===== src/hw/drtp_cfg.svh =====
/*
 * Constants of the dual reload timer: register word indices, field
 * positions, reset values and counter limits.
 * Assumes inclusion by bare name from every design file that needs it.
 */
`ifndef DRTP_CFG_SVH
`define DRTP_CFG_SVH
// -----------------------------------------------------------------
// Register word indices (byte address is four times the index)
// -----------------------------------------------------------------
`define DRTP_RLD1_H 6'h10
`define DRTP_RLD1_L 6'h11
`define DRTP_OUT_CTL 6'h12
`define DRTP_CSR_BASE 6'h13
`define DRTP_CSR_LAST 6'h16
`define DRTP_DUTY_BASE 6'h17
`define DRTP_DUTY_LAST 6'h1E
`define DRTP_CAP_H 6'h1F
`define DRTP_CAP_L 6'h20
`define DRTP_CSR2 6'h21
`define DRTP_FAULT 6'h22
`define DRTP_RLD2_H 6'h23
`define DRTP_RLD2_L 6'h24
`define DRTP_GUARD 6'h25
`define DRTP_CFG 6'h26
// -----------------------------------------------------------------
// Field positions, reset values, limits
// -----------------------------------------------------------------
`define DRTP_CAPF_BIT 6
`define DRTP_CSR2_RST 8'h03
`define DRTP_CNT_MAX 12'hFFF
`define DRTP_SRC_LITE 2'h1
`define DRTP_SRC_CPU 2'h2
`define DRTP_GUARD_W 7
`endif


===== src/hw/drtp_pkg.sv =====
/*
 * Types of the dual reload timer: bus answer states and the state record.
 * Assumes nothing beyond a SystemVerilog compiler.
 */
package drtp_pkg;
  // -----------------------------------------------------------------
  // Bus answer states, one-hot
  // -----------------------------------------------------------------
  typedef enum logic [1:0] {
    DRTP_BUS_IDLE = 2'b01,
    DRTP_BUS_ACK = 2'b10
  } drtp_bus_t;

  // -----------------------------------------------------------------
  // Whole state of the timer top
  // -----------------------------------------------------------------
  typedef struct packed {
    drtp_bus_t bus;
    logic [31:0] rdata;
    logic cap_seen;
    logic [11:0] cnt1;
    logic [11:0] cnt2;
    logic [11:0] reload1;
    logic [11:0] reload2;
    logic [3:0][11:0] duty_pre;
    logic [3:0][11:0] duty_act;
    logic [3:0] oe;
    logic [3:0] pol_pre;
    logic [3:0] pol_act;
    logic [3:0] cmp_flag;
    logic [3:0] raw;
    logic [3:0] pwm;
    logic [3:0] pattern;
    logic brk;
    logic pin_en;
    logic cap_src;
    logic wrap_ie;
    logic wrap_flag;
    logic run2;
    logic copy2;
    logic copy1;
    logic [1:0] src;
    logic guard_en;
    logic [6:0] guard_len;
    logic [11:0] capture;
    logic cap_flag;
    logic cap_prev;
    logic irq;
  } drtp_state_t;
endpackage


===== src/hw/drtp_guard_if.sv =====
/*
 * Link between the timer top and its guard interval generator.
 * Assumes both ends run on the same clock.
 */
interface drtp_guard_if #(parameter int GUARD_W = 7);
  logic raw;
  logic tick;
  logic en;
  logic [GUARD_W-1:0] len;
  logic hi;
  logic lo;
  modport guard(input raw, input tick, input en, input len, output hi, output lo);
  modport timer(output raw, output tick, output en, output len, input hi, input lo);
endinterface


===== src/hw/drtp_sync.sv =====
/*
 * Two-stage synchroniser for a group of pin inputs.
 * Assumes pins idle high; the first stage feeds only the second.
 */
module drtp_sync #(
  parameter int W = 3
) (
  input wire logic clock_in, // System clock
  input wire logic rst_in, // Synchronous reset, high
  input wire logic [W-1:0] async_in, // Raw pin levels
  output logic [W-1:0] sync_out // Settled pin levels
);
  typedef struct packed {
    logic [W-1:0] s1;
    logic [W-1:0] s2;
  } drtp_sync_t;
  drtp_sync_t q;
  drtp_sync_t d;

  if (W < 1) begin : g_chk
    $error("drtp_sync needs W of at least one");
  end

  // Shift chain
  always_comb begin
    d.s1 = async_in;
    d.s2 = q.s1;
  end

  // State register
  always_ff @(posedge clock_in) begin
    if (rst_in) q <= '1;
    else q <= d;
  end

  assign sync_out = q.s2;
endmodule // drtp_sync


===== src/hw/drtp_guard.sv =====
/*
 * Guard interval generator for the complementary pair PWM0/PWM1.
 * Assumes the tick is the main counter clock enable of the timer top.
 */
module drtp_guard #(
  parameter int GUARD_W = 7
) (
  input wire logic clock_in, // System clock
  input wire logic rst_in, // Synchronous reset, high
  drtp_guard_if.guard gi // Raw waveform in, guarded pair out
);
  typedef struct packed {
    logic [GUARD_W-1:0] cnt;
    logic prev;
    logic hi;
    logic lo;
  } drtp_guard_t;
  drtp_guard_t q;
  drtp_guard_t d;

  if (GUARD_W < 1 || GUARD_W > 16) begin : g_chk
    $error("drtp_guard width out of range");
  end

  // Both legs low for one cycle plus len counter ticks after every edge
  always_comb begin
    d = q;
    d.prev = gi.raw;
    if (gi.raw != q.prev) begin
      d.cnt = gi.len;
      d.hi = 1'b0;
      d.lo = 1'b0;
    end else if (q.cnt != '0) begin
      if (gi.tick) d.cnt = GUARD_W'(q.cnt - 1'b1);
    end else begin
      d.hi = gi.raw;
      d.lo = !gi.raw;
    end
  end

  // State register
  always_ff @(posedge clock_in) begin
    if (rst_in) q <= '0;
    else q <= d;
  end

  assign gi.hi = q.hi;
  assign gi.lo = q.lo;
endmodule // drtp_guard


===== src/hw/drtp_timer.sv =====
/*
 * Dual 12-bit reload timer with four PWM outputs, stop pattern,
 * capture and guard interval, as an Avalon-MM slave with waitrequest.
 * Assumes one 100 MHz clock, synchronous high reset, and a lite timer
 * tick that is a one-cycle pulse from logic on the same clock.
 */
// Summary of operation
// - Main counter overflow reloads main counter from reload value one.
// - Output enable bits reset to zero; one selects PWM on that pin.
// - Polarity bit one inverts the channel waveform; resets to zero.
// - Compare flag sets on counter equal active duty; channel status read clears.
// - Break bit is writable, reset clear, set while enabled fault pin is low.
// - Fault pin enable bit, reset clear, gates the fault pin.
// - During break all four outputs show the stop pattern.
// - Top two bits of fault and second status registers read zero.
// - Enabled channel duty value sets its PWM duty cycle.
// - Duty value is the compare operand against the upcounter.
// - Capture register resets clear, latches main counter on selected pin edge.
// - No new capture while capture flag stays set.
// - Capture source bit picks own pin or lite capture pin.
// - Second wrap interrupt enable gates the second wrap interrupt.
// - Second wrap flag sets on second counter wrap; status read clears.
// - Second counter runs when run bit set and then times channels 2, 3.
// - Copy enable two moves channels 2, 3 at second overflow, then clears.
// - Copy enable one moves channel 0, 1 preloads at main overflow (all four while second counter stopped), then clears.
// - Second counter overflow reloads from reload value two.
// - Guard enable inserts dead time between PWM0 and PWM1.
// - Dead time lasts one cycle plus guard length main counter ticks.
// - Count source 01 is lite tick, 10 every clock, else stopped.
`include "drtp_cfg.svh"

module drtp_timer #(
  parameter int DATA_W = 32
) (
  input wire logic clock_in, // System clock, 100 MHz
  input wire logic rst_in, // Synchronous reset, high
  input wire logic [5:0] avm_address_in, // Register word index
  input wire logic avm_read_in, // Read request
  input wire logic avm_write_in, // Write request
  input wire logic [31:0] avm_writedata_in, // Write data
  input wire logic [3:0] avm_byteenable_in, // Byte lanes
  output logic [31:0] avm_readdata_out, // Read data
  output logic avm_waitrequest_out, // Stall request
  input wire logic lite_tick_in, // Lite timer tick pulse
  input wire logic fault_pin_n_in, // Break pin, low active
  input wire logic timer_capture_pin_in, // Own capture pin
  input wire logic lite_capture_pin_in, // Lite capture pin
  output logic [3:0] pwm_out, // PWM pin levels
  output logic [3:0] pwm_enable_out, // PWM owns pin
  output logic second_wrap_irq_out // Second wrap interrupt
);
  localparam logic [7:0] CSR2_RST = `DRTP_CSR2_RST;

  drtp_pkg::drtp_state_t q;
  drtp_pkg::drtp_state_t d;
  logic [2:0] pins_s;
  logic tick;
  logic tick2;
  logic ovf1;
  logic second_wrap_flag;
  logic acc;
  logic take;
  logic sel;
  logic ttick;
  logic tovf;
  logic match;
  logic [11:0] tcnt;
  logic [1:0] c;
  logic [3:0] base;
  logic [7:0] wd;

  if (DATA_W != 32) begin : g_chk
    $error("drtp_timer serves a 32-bit bus only");
  end

  // -----------------------------------------------------------------
  // Address helpers
  // -----------------------------------------------------------------
  // Index lies in an inclusive span
  function automatic logic in_span(input logic [5:0] a, input logic [5:0] lo, input logic [5:0] hi);
    return (a >= lo) && (a <= hi);
  endfunction

  // Channel of a duty register index
  function automatic logic [1:0] duty_ch(input logic [5:0] a);
    logic [5:0] off;
    off = a - `DRTP_DUTY_BASE;
    return off[2:1];
  endfunction

  // Channel of a channel status index
  function automatic logic [1:0] csr_ch(input logic [5:0] a);
    logic [5:0] off;
    off = a - `DRTP_CSR_BASE;
    return off[1:0];
  endfunction

  // Read value of one register
  function automatic logic [7:0] rd_byte(input drtp_pkg::drtp_state_t s, input logic [5:0] a);
    logic [1:0] k;
    rd_byte = 8'h00;
    k = 2'h0;
    if (in_span(a, `DRTP_DUTY_BASE, `DRTP_DUTY_LAST)) begin
      k = duty_ch(a);
      rd_byte = a[0] ? {4'h0, s.duty_pre[k][11:8]} : s.duty_pre[k][7:0];
    end else if (in_span(a, `DRTP_CSR_BASE, `DRTP_CSR_LAST)) begin
      k = csr_ch(a);
      rd_byte = {6'h00, s.pol_pre[k], s.cmp_flag[k]};
    end else begin
      case (a)
        `DRTP_RLD1_H: rd_byte = {4'h0, s.reload1[11:8]};
        `DRTP_RLD1_L: rd_byte = s.reload1[7:0];
        `DRTP_OUT_CTL: rd_byte = {1'b0, s.oe[3], 1'b0, s.oe[2], 1'b0, s.oe[1], 1'b0, s.oe[0]};
        `DRTP_CAP_H: rd_byte = {4'h0, s.capture[11:8]};
        `DRTP_CAP_L: rd_byte = s.capture[7:0];
        `DRTP_CSR2: rd_byte = {2'h0, s.cap_src, s.wrap_ie, s.wrap_flag, s.run2, s.copy2, s.copy1};
        `DRTP_FAULT: rd_byte = {2'h0, s.brk, s.pin_en, s.pattern};
        `DRTP_RLD2_H: rd_byte = {4'h0, s.reload2[11:8]};
        `DRTP_RLD2_L: rd_byte = s.reload2[7:0];
        `DRTP_GUARD: rd_byte = {s.guard_en, s.guard_len};
        `DRTP_CFG: rd_byte = {1'b0, s.cap_flag, 4'h0, s.src};
        default: rd_byte = 8'h00;
      endcase
    end
  endfunction

  // -----------------------------------------------------------------
  // Pin synchronisers and guard generator
  // -----------------------------------------------------------------
  drtp_sync #(.W(3)) u_sync (
    .clock_in(clock_in),
    .rst_in(rst_in),
    .async_in({fault_pin_n_in, timer_capture_pin_in, lite_capture_pin_in}),
    .sync_out(pins_s)
  );

  drtp_guard_if #(.GUARD_W(`DRTP_GUARD_W)) g ();

  drtp_guard #(.GUARD_W(`DRTP_GUARD_W)) u_guard (
    .clock_in(clock_in),
    .rst_in(rst_in),
    .gi(g)
  );

  // Guard generator follows channel 0 raw waveform
  assign g.raw = q.raw[0];
  assign g.tick = tick;
  assign g.en = q.guard_en;
  assign g.len = q.guard_len;

  // -----------------------------------------------------------------
  // Next state
  // -----------------------------------------------------------------
  always_comb begin
    d = q;
    tick = (q.src == `DRTP_SRC_CPU) || ((q.src == `DRTP_SRC_LITE) && lite_tick_in);
    ovf1 = tick && (q.cnt1 == `DRTP_CNT_MAX);
    tick2 = tick && q.run2;
    second_wrap_flag = tick2 && (q.cnt2 == `DRTP_CNT_MAX);
    acc = avm_read_in || avm_write_in;
    take = acc && (q.bus == drtp_pkg::DRTP_BUS_ACK);
    wd = avm_writedata_in[7:0];
    sel = 1'b0;
    ttick = 1'b0;
    tovf = 1'b0;
    match = 1'b0;
    tcnt = q.cnt1;
    c = 2'h0;
    base = 4'h0;

    // Counters: reload on wrap, else count up
    if (tick) d.cnt1 = ovf1 ? q.reload1 : 12'(q.cnt1 + 12'h001);
    if (tick2) d.cnt2 = second_wrap_flag ? q.reload2 : 12'(q.cnt2 + 12'h001);

    // Bus: decode in first cycle, answer in second
    case (q.bus)
      drtp_pkg::DRTP_BUS_IDLE: begin
        if (acc) begin
          d.bus = drtp_pkg::DRTP_BUS_ACK;
          if (avm_read_in) begin
            d.rdata = {24'h000000, rd_byte(q, avm_address_in)};
            d.cap_seen = q.cap_flag;
          end
        end
      end
      drtp_pkg::DRTP_BUS_ACK: begin
        d.bus = drtp_pkg::DRTP_BUS_IDLE;
        if (avm_write_in && avm_byteenable_in[0]) begin
          if (in_span(avm_address_in, `DRTP_DUTY_BASE, `DRTP_DUTY_LAST)) begin
            c = duty_ch(avm_address_in);
            if (avm_address_in[0]) d.duty_pre[c][11:8] = wd[3:0];
            else d.duty_pre[c][7:0] = wd;
          end else if (in_span(avm_address_in, `DRTP_CSR_BASE, `DRTP_CSR_LAST)) begin
            c = csr_ch(avm_address_in);
            d.pol_pre[c] = wd[1];
          end else begin
            case (avm_address_in)
              `DRTP_RLD1_H: d.reload1[11:8] = wd[3:0];
              `DRTP_RLD1_L: d.reload1[7:0] = wd;
              `DRTP_OUT_CTL: d.oe = {wd[6], wd[4], wd[2], wd[0]};
              `DRTP_CSR2: begin
                d.cap_src = wd[5];
                d.wrap_ie = wd[4];
                d.run2 = wd[2];
                d.copy2 = wd[1];
                d.copy1 = wd[0];
              end
              `DRTP_FAULT: begin
                d.brk = wd[5];
                d.pin_en = wd[4];
                d.pattern = wd[3:0];
              end
              `DRTP_RLD2_H: d.reload2[11:8] = wd[3:0];
              `DRTP_RLD2_L: d.reload2[7:0] = wd;
              `DRTP_GUARD: begin
                d.guard_en = wd[7];
                d.guard_len = wd[6:0];
              end
              `DRTP_CFG: d.src = wd[1:0];
              default: d.src = q.src;
            endcase
          end
        end
        // Read side effects: clear only what the answer showed
        if (avm_read_in) begin
          if (in_span(avm_address_in, `DRTP_CSR_BASE, `DRTP_CSR_LAST)) begin
            c = csr_ch(avm_address_in);
            if (q.rdata[0]) d.cmp_flag[c] = 1'b0;
          end
          if (avm_address_in == `DRTP_CSR2 && q.rdata[3]) d.wrap_flag = 1'b0;
          if (in_span(avm_address_in, `DRTP_CAP_H, `DRTP_CAP_L) && q.cap_seen) d.cap_flag = 1'b0;
        end
      end
      default: d.bus = drtp_pkg::DRTP_BUS_IDLE;
    endcase

    // Channels: set at overflow, clear at duty match
    for (int i = 0; i < 4; i++) begin
      tcnt = (i >= 2 && q.run2) ? q.cnt2 : q.cnt1;
      ttick = (i >= 2 && q.run2) ? tick2 : tick;
      tovf = (i >= 2 && q.run2) ? second_wrap_flag : ovf1;
      match = ttick && (tcnt == q.duty_act[i]);
      if (match) d.cmp_flag[i] = 1'b1;
      if (tovf) d.raw[i] = 1'b1;
      else if (match) d.raw[i] = 1'b0;
    end

    // Preload copies at each counter's overflow
    if (ovf1 && q.copy1) begin
      d.copy1 = 1'b0;
      for (int i = 0; i < 4; i++) begin
        if (i < 2 || !q.run2) begin
          d.duty_act[i] = q.duty_pre[i];
          d.pol_act[i] = q.pol_pre[i];
        end
      end
    end
    if (second_wrap_flag && q.copy2) begin
      d.copy2 = 1'b0;
      d.duty_act[3:2] = q.duty_pre[3:2];
      d.pol_act[3:2] = q.pol_pre[3:2];
    end

    // Fault pin sets break after any software write
    if (q.pin_en && !pins_s[2]) d.brk = 1'b1;

    // Capture on either edge of the chosen pin
    sel = q.cap_src ? pins_s[0] : pins_s[1];
    d.cap_prev = sel;
    if ((sel != q.cap_prev) && !q.cap_flag) begin
      d.capture = q.cnt1;
      d.cap_flag = 1'b1;
    end

    // Second wrap flag and its interrupt
    if (second_wrap_flag) d.wrap_flag = 1'b1;
    d.irq = q.wrap_flag && q.wrap_ie;

    // Pin levels: guard pair, polarity, stop pattern
    base = {q.raw[3:2], q.guard_en ? {g.lo, g.hi} : q.raw[1:0]};
    d.pwm = q.brk ? q.pattern : (base ^ q.pol_act);
  end

  // -----------------------------------------------------------------
  // State register
  // -----------------------------------------------------------------
  always_ff @(posedge clock_in) begin
    if (rst_in) begin
      q <= '0;
      q.bus <= drtp_pkg::DRTP_BUS_IDLE;
      q.copy1 <= CSR2_RST[0];
      q.copy2 <= CSR2_RST[1];
      q.cap_prev <= 1'b1;
    end else begin
      q <= d;
    end
  end

  // Outputs
  assign avm_readdata_out = q.rdata;
  assign avm_waitrequest_out = acc && (q.bus != drtp_pkg::DRTP_BUS_ACK);
  assign pwm_out = q.pwm;
  assign pwm_enable_out = q.oe;
  assign second_wrap_irq_out = q.irq;
endmodule // drtp_timer


===== config.mk =====
export PLATFORM = sky130hd
export DESIGN_NAME = drtp_timer
export DESIGN_NICKNAME = d
export VERILOG_FILES = /design/src/hw/drtp_pkg.sv /design/src/hw/drtp_guard_if.sv /design/src/hw/drtp_sync.sv /design/src/hw/drtp_guard.sv /design/src/hw/drtp_timer.sv
export VERILOG_INCLUDE_DIRS = /design/src /design/src/hw
export SDC_FILE = /design/constraint.sdc
export NUM_CORES = 1
export LEC_CHECK = 0
export BUFFER_PORTS_ARGS = -buffer_cell sky130_fd_sc_hd__buf_2
export CAP_MARGIN = 15
export CORE_MARGIN = 2
export CORE_UTILIZATION = 50
export DETAILED_ROUTE_END_ITERATION = 8
export PLACE_DENSITY_LB_ADDON = 0.08
export SYNTH_ARGS = -nofsm -noshare
export SYNTH_HDL_FRONTEND = slang
export SYNTH_SLANG_ARGS = --single-unit

===== constraint.sdc =====
create_clock -name clock_in -period 3.02 [get_ports clock_in]
set_input_delay 0.302 -clock clock_in [delete_from_list [all_inputs] [get_ports clock_in]]
set_output_delay 0.302 -clock clock_in [all_outputs]
set_load 0.01 [all_outputs]

==> flow_metrics.tcl <==
set metrics [dict create \
    post-route-util 0.564 \
    die_x_um 154 \
    worstPathArrival_ns 2.86 \
    viasPerCell 5.79 \
    period_share 0.792 \
    post_route_cells_drive_above_1_share 0.149 \
    crit-reg2reg-capture "base[2]" \
    place.port_buffers 40 \
    max_slew.worst_pin.slew_ns 1.05 \
    synthDistinctLibCells 82 \
    layout_min_cycle_time_ns 2.39 \
    num-nets-final 1305 \
    clock.fmax_mhz 418 \
    drt_first_pass_iters 5 \
    first_global_vias 8464 \
    top_area_cells_in_the_synthesized_netlist "dfxtp_1 (41%), mux2i_1 (13%), nor2_1 (6.4%), nand2_1 (3.4%), buf_4 (3.0%)" \
    pin_count 92 \
    synth.avg_cell_area_um2 9.22 \
    synthArstFlopShare 0 \
    totalNegativeSetupSlack_ns 0 \
    gp_routability_congestion 0.909 \
    synth-seq-area-share 0.411 \
    cts_resized 0 \
    rsz0062_at_grt "false" \
    worst_slew_margin_relative_to_its_limit 0.289 \
    reg2regPathDepth 5 \
    yosys.area.top_type "dfxtp_1" \
    critical_path.reg2reg.startpoint "q[196]" \
    dp_hpwl_mm 24.3 \
    tritoncts_num_sinks 232 \
    pin_count_of_the_biggest_net_entering_global_routing 102 \
    floorplan.die.height_um 154 \
    critical_path_launch_point "avm_address_in[0]" \
    setup.worst_path.end_class "register" \
    hold_path_class "in -> reg" \
    routed_wire_length_per_instance_um 21.8 \
    leakagePower_nw 5.25 \
    worst_setup_hold_path_clk_slew_ns 0.06 \
    holdWs_ns 0.165 \
    drtIter0Drc 717 \
    ctsHtreeMaxLevel 1 \
    seqCellArea_mm2 0.00464 \
    max-clock-path-buffers 3 \
    peakVddDrop_v 0.000432 \
    maxCapViolCount 0 \
    cts_made_buffers 26 \
    core-area_mm2 0.0224 \
    antenna_found_initial 1 \
    number_of_filler_instances_in_the_final_layout 2099 \
    post_synth_instance_area_mm2 0.0113 \
    cts_tree "yes" \
    clock_skew_ns 0.0120 \
    status "finished clean" \
    area_growth_syn_to_layout_pct 11.9 \
    detail_route.drc_violations 0 \
    clkLatencyLatePin_ns 0.54 \
    finalMaxSlewViolations 0 \
    worst_setup_path_endpoint "avm_readdata_out[4]" \
    cell_at_the_root_of_the_clock_tree "clkbuf_16" \
    timing.final.setup_violations 0 \
    floorplan.initialDensity 0.504 \
    ys_seq_elements 232 \
    synth_enable_flop_cells 0 \
    routed_wirelength_mm 33.7 \
    cp-start-kind "primary input" \
    rows 55 \
    timing_hold_violations_final 0 \
    synthDominantCellAreaShare 0.411 \
    powerDensity_mw_per_mm2 540 \
    num_vias 8969 \
    drtAntennaViolNets 0 \
    antenna-diode-count 0 \
    synth_ff_type "dfxtp_1" \
    gr-total-overflow 0 \
    grt_first_pass_wirelength_mm 51.6 \
    worst-r2r-setup-slack_ns 0.66 \
    area_of_combinational_cells_with_multiple_inputs_mm2 0.00601 \
    gate_count_of_the_mapped_netlist 1226 \
    design_power_mw 6.83 \
    area_enclosed_by_the_die_boundary_mm2 0.0238 \
    yosysWarningCount 0 \
    grt_util_all_layers 0.283 \
    critPathRequiredTime_ns 3.49 \
    timing.critical_path.fanout_max 9 \
    timing.setup.critical_path_class "in -> reg" \
]
critical path, cell delays in order:
cell and delay [ns]:
buf_2 0.30, inv_1 0.18, ha_1 0.37, and4b_1 0.42, nor3_4 0.11, nor3_2 0.54, a221oi_1 0.29, buf_4 0.20
nor3_2 0.12
cell type report:
cell class                 instances  share of cell area
sequential                       232               0.367
timing repair buffer              94              0.0539
clock inverter                    12              0.0131
clock buffer                      35              0.0590
multi-input combinational        877               0.475
inverter                          13             0.00386
tap                              285              0.0282
metal layers:
layer	routed length (um)	vias to the layer above	global-route usage
met4	1300	2	0.0992
met5	13	-	0
li1	-	4279	-
met2	15500	268	0.457
met1	15100	4343	0.391
met3	1880	77	0.0381
report_power, final:
part | leakage (nW) | total (mW) | internal (mW) | switching (mW)
Combinational | 2.94 | 0.375 | 0.118 | 0.257
Clock | 0.446 | 3.37 | 2.07 | 1.30
Sequential | 1.87 | 3.09 | 3.08 | 0.0104
Total | 5.25 | 6.83 | 5.26 | 1.57
flip-flops by register name, indices dropped and copies added, names as in the netlist:
register and cells:
avm_readdata_out 8, base 2, g.en 1, g.len 7
g.raw 1, pwm_enable_out 4, pwm_out 4, q 188
second_wrap_irq_out 1, u_guard.gi.hi 1, u_guard.gi.lo 1, u_guard.q 8
u_sync.d 3, u_sync.sync_out 3
worst min-delay path by stage:
| stage | start | end | cells after the start |
|---|---|---|---|
| 6_report | avm_read_in | q[238] | 3 |
| 5_1_grt | avm_writedata_in[7] | q[140] | 3 |
| 4_1_cts | avm_read_in | q[238] | 3 |
| 3_5_place_dp | u_sync.d[2] | u_sync.sync_out[2] | 1 |
| 3_3_place_gp | u_sync.d[0] | u_sync.sync_out[0] | 1 |
| 2_1_floorplan | u_sync.d[0] | u_sync.sync_out[0] | 1 |
cells in the final DEF, fill, tap and decap left out, types with 14 or more instances in the layout:
cell       count
clkbuf_16     27
nand4_1       15
nand2_1      102
nor2_1       192
mux2i_1      152
dfxtp_1      232
buf_4         46
buf_2         39
and3_1        14
xnor2_1       32
xor2_1        30
conb_1        24
nand3_1       24
nor3_1        18
a21oi_1       58
synth_stat cells (5+ instances only):
master,count
nor3_2,5
a21oi_1,58
nor2b_1,5
nor3_1,18
or2_2,9
nor2_1,193
nand2b_1,5
nor3_4,6
dfxtp_1,232
ha_1,11
buf_2,23
buf_4,45
a31oi_1,12
a22o_1,6
a32oi_1,6
xor2_1,30
a221oi_1,10
and2_1,5
a22oi_1,12
nand4_1,15
nand3_1,24
nor4_1,13
and3_1,14
clkbuf_1,54
mux4_2,13
nand2_1,102
xnor2_1,32
a211oi_1,11
inv_1,13
mux2i_1,152
a311oi_1,7
o21ai_0,10
o21ai_1,5
cell families (layout without fill, tap and decap cells):
logic type	Yosys count	count (layout)	share of synthesized area
buffers and inverters	140	154	0.0666
other	1	24	0.000332
xor gates and xnor gates	63	63	0.0505
adders and majority gates	11	11	0.0122
DFF	232	232	0.411
muxes	166	166	0.163
and+or+nand+nor	443	443	0.194
AOI/OAI and AO/OA	170	170	0.103
per-stage QoR:
stage          worst slack (ns)  cell area (um2)  std cells
3_3_place_gp              0.119            11700       1498
5_1_grt                   0.484            12600       1548
3_5_place_dp             0.0844            11700       1498
2_1_floorplan             0.641            11400       1249
6_report                  0.629            12600       1548
4_1_cts                   0.654            12600       1548
timing repair:
item | in CTS | in global routing
setup buffers | 0 | 0
hold endpoints to repair | 3 | 0
setup endpoints to repair | 0 | 0
hold buffers | 3 | 0
Note: power is estimated with default switching activity, not from simulation.
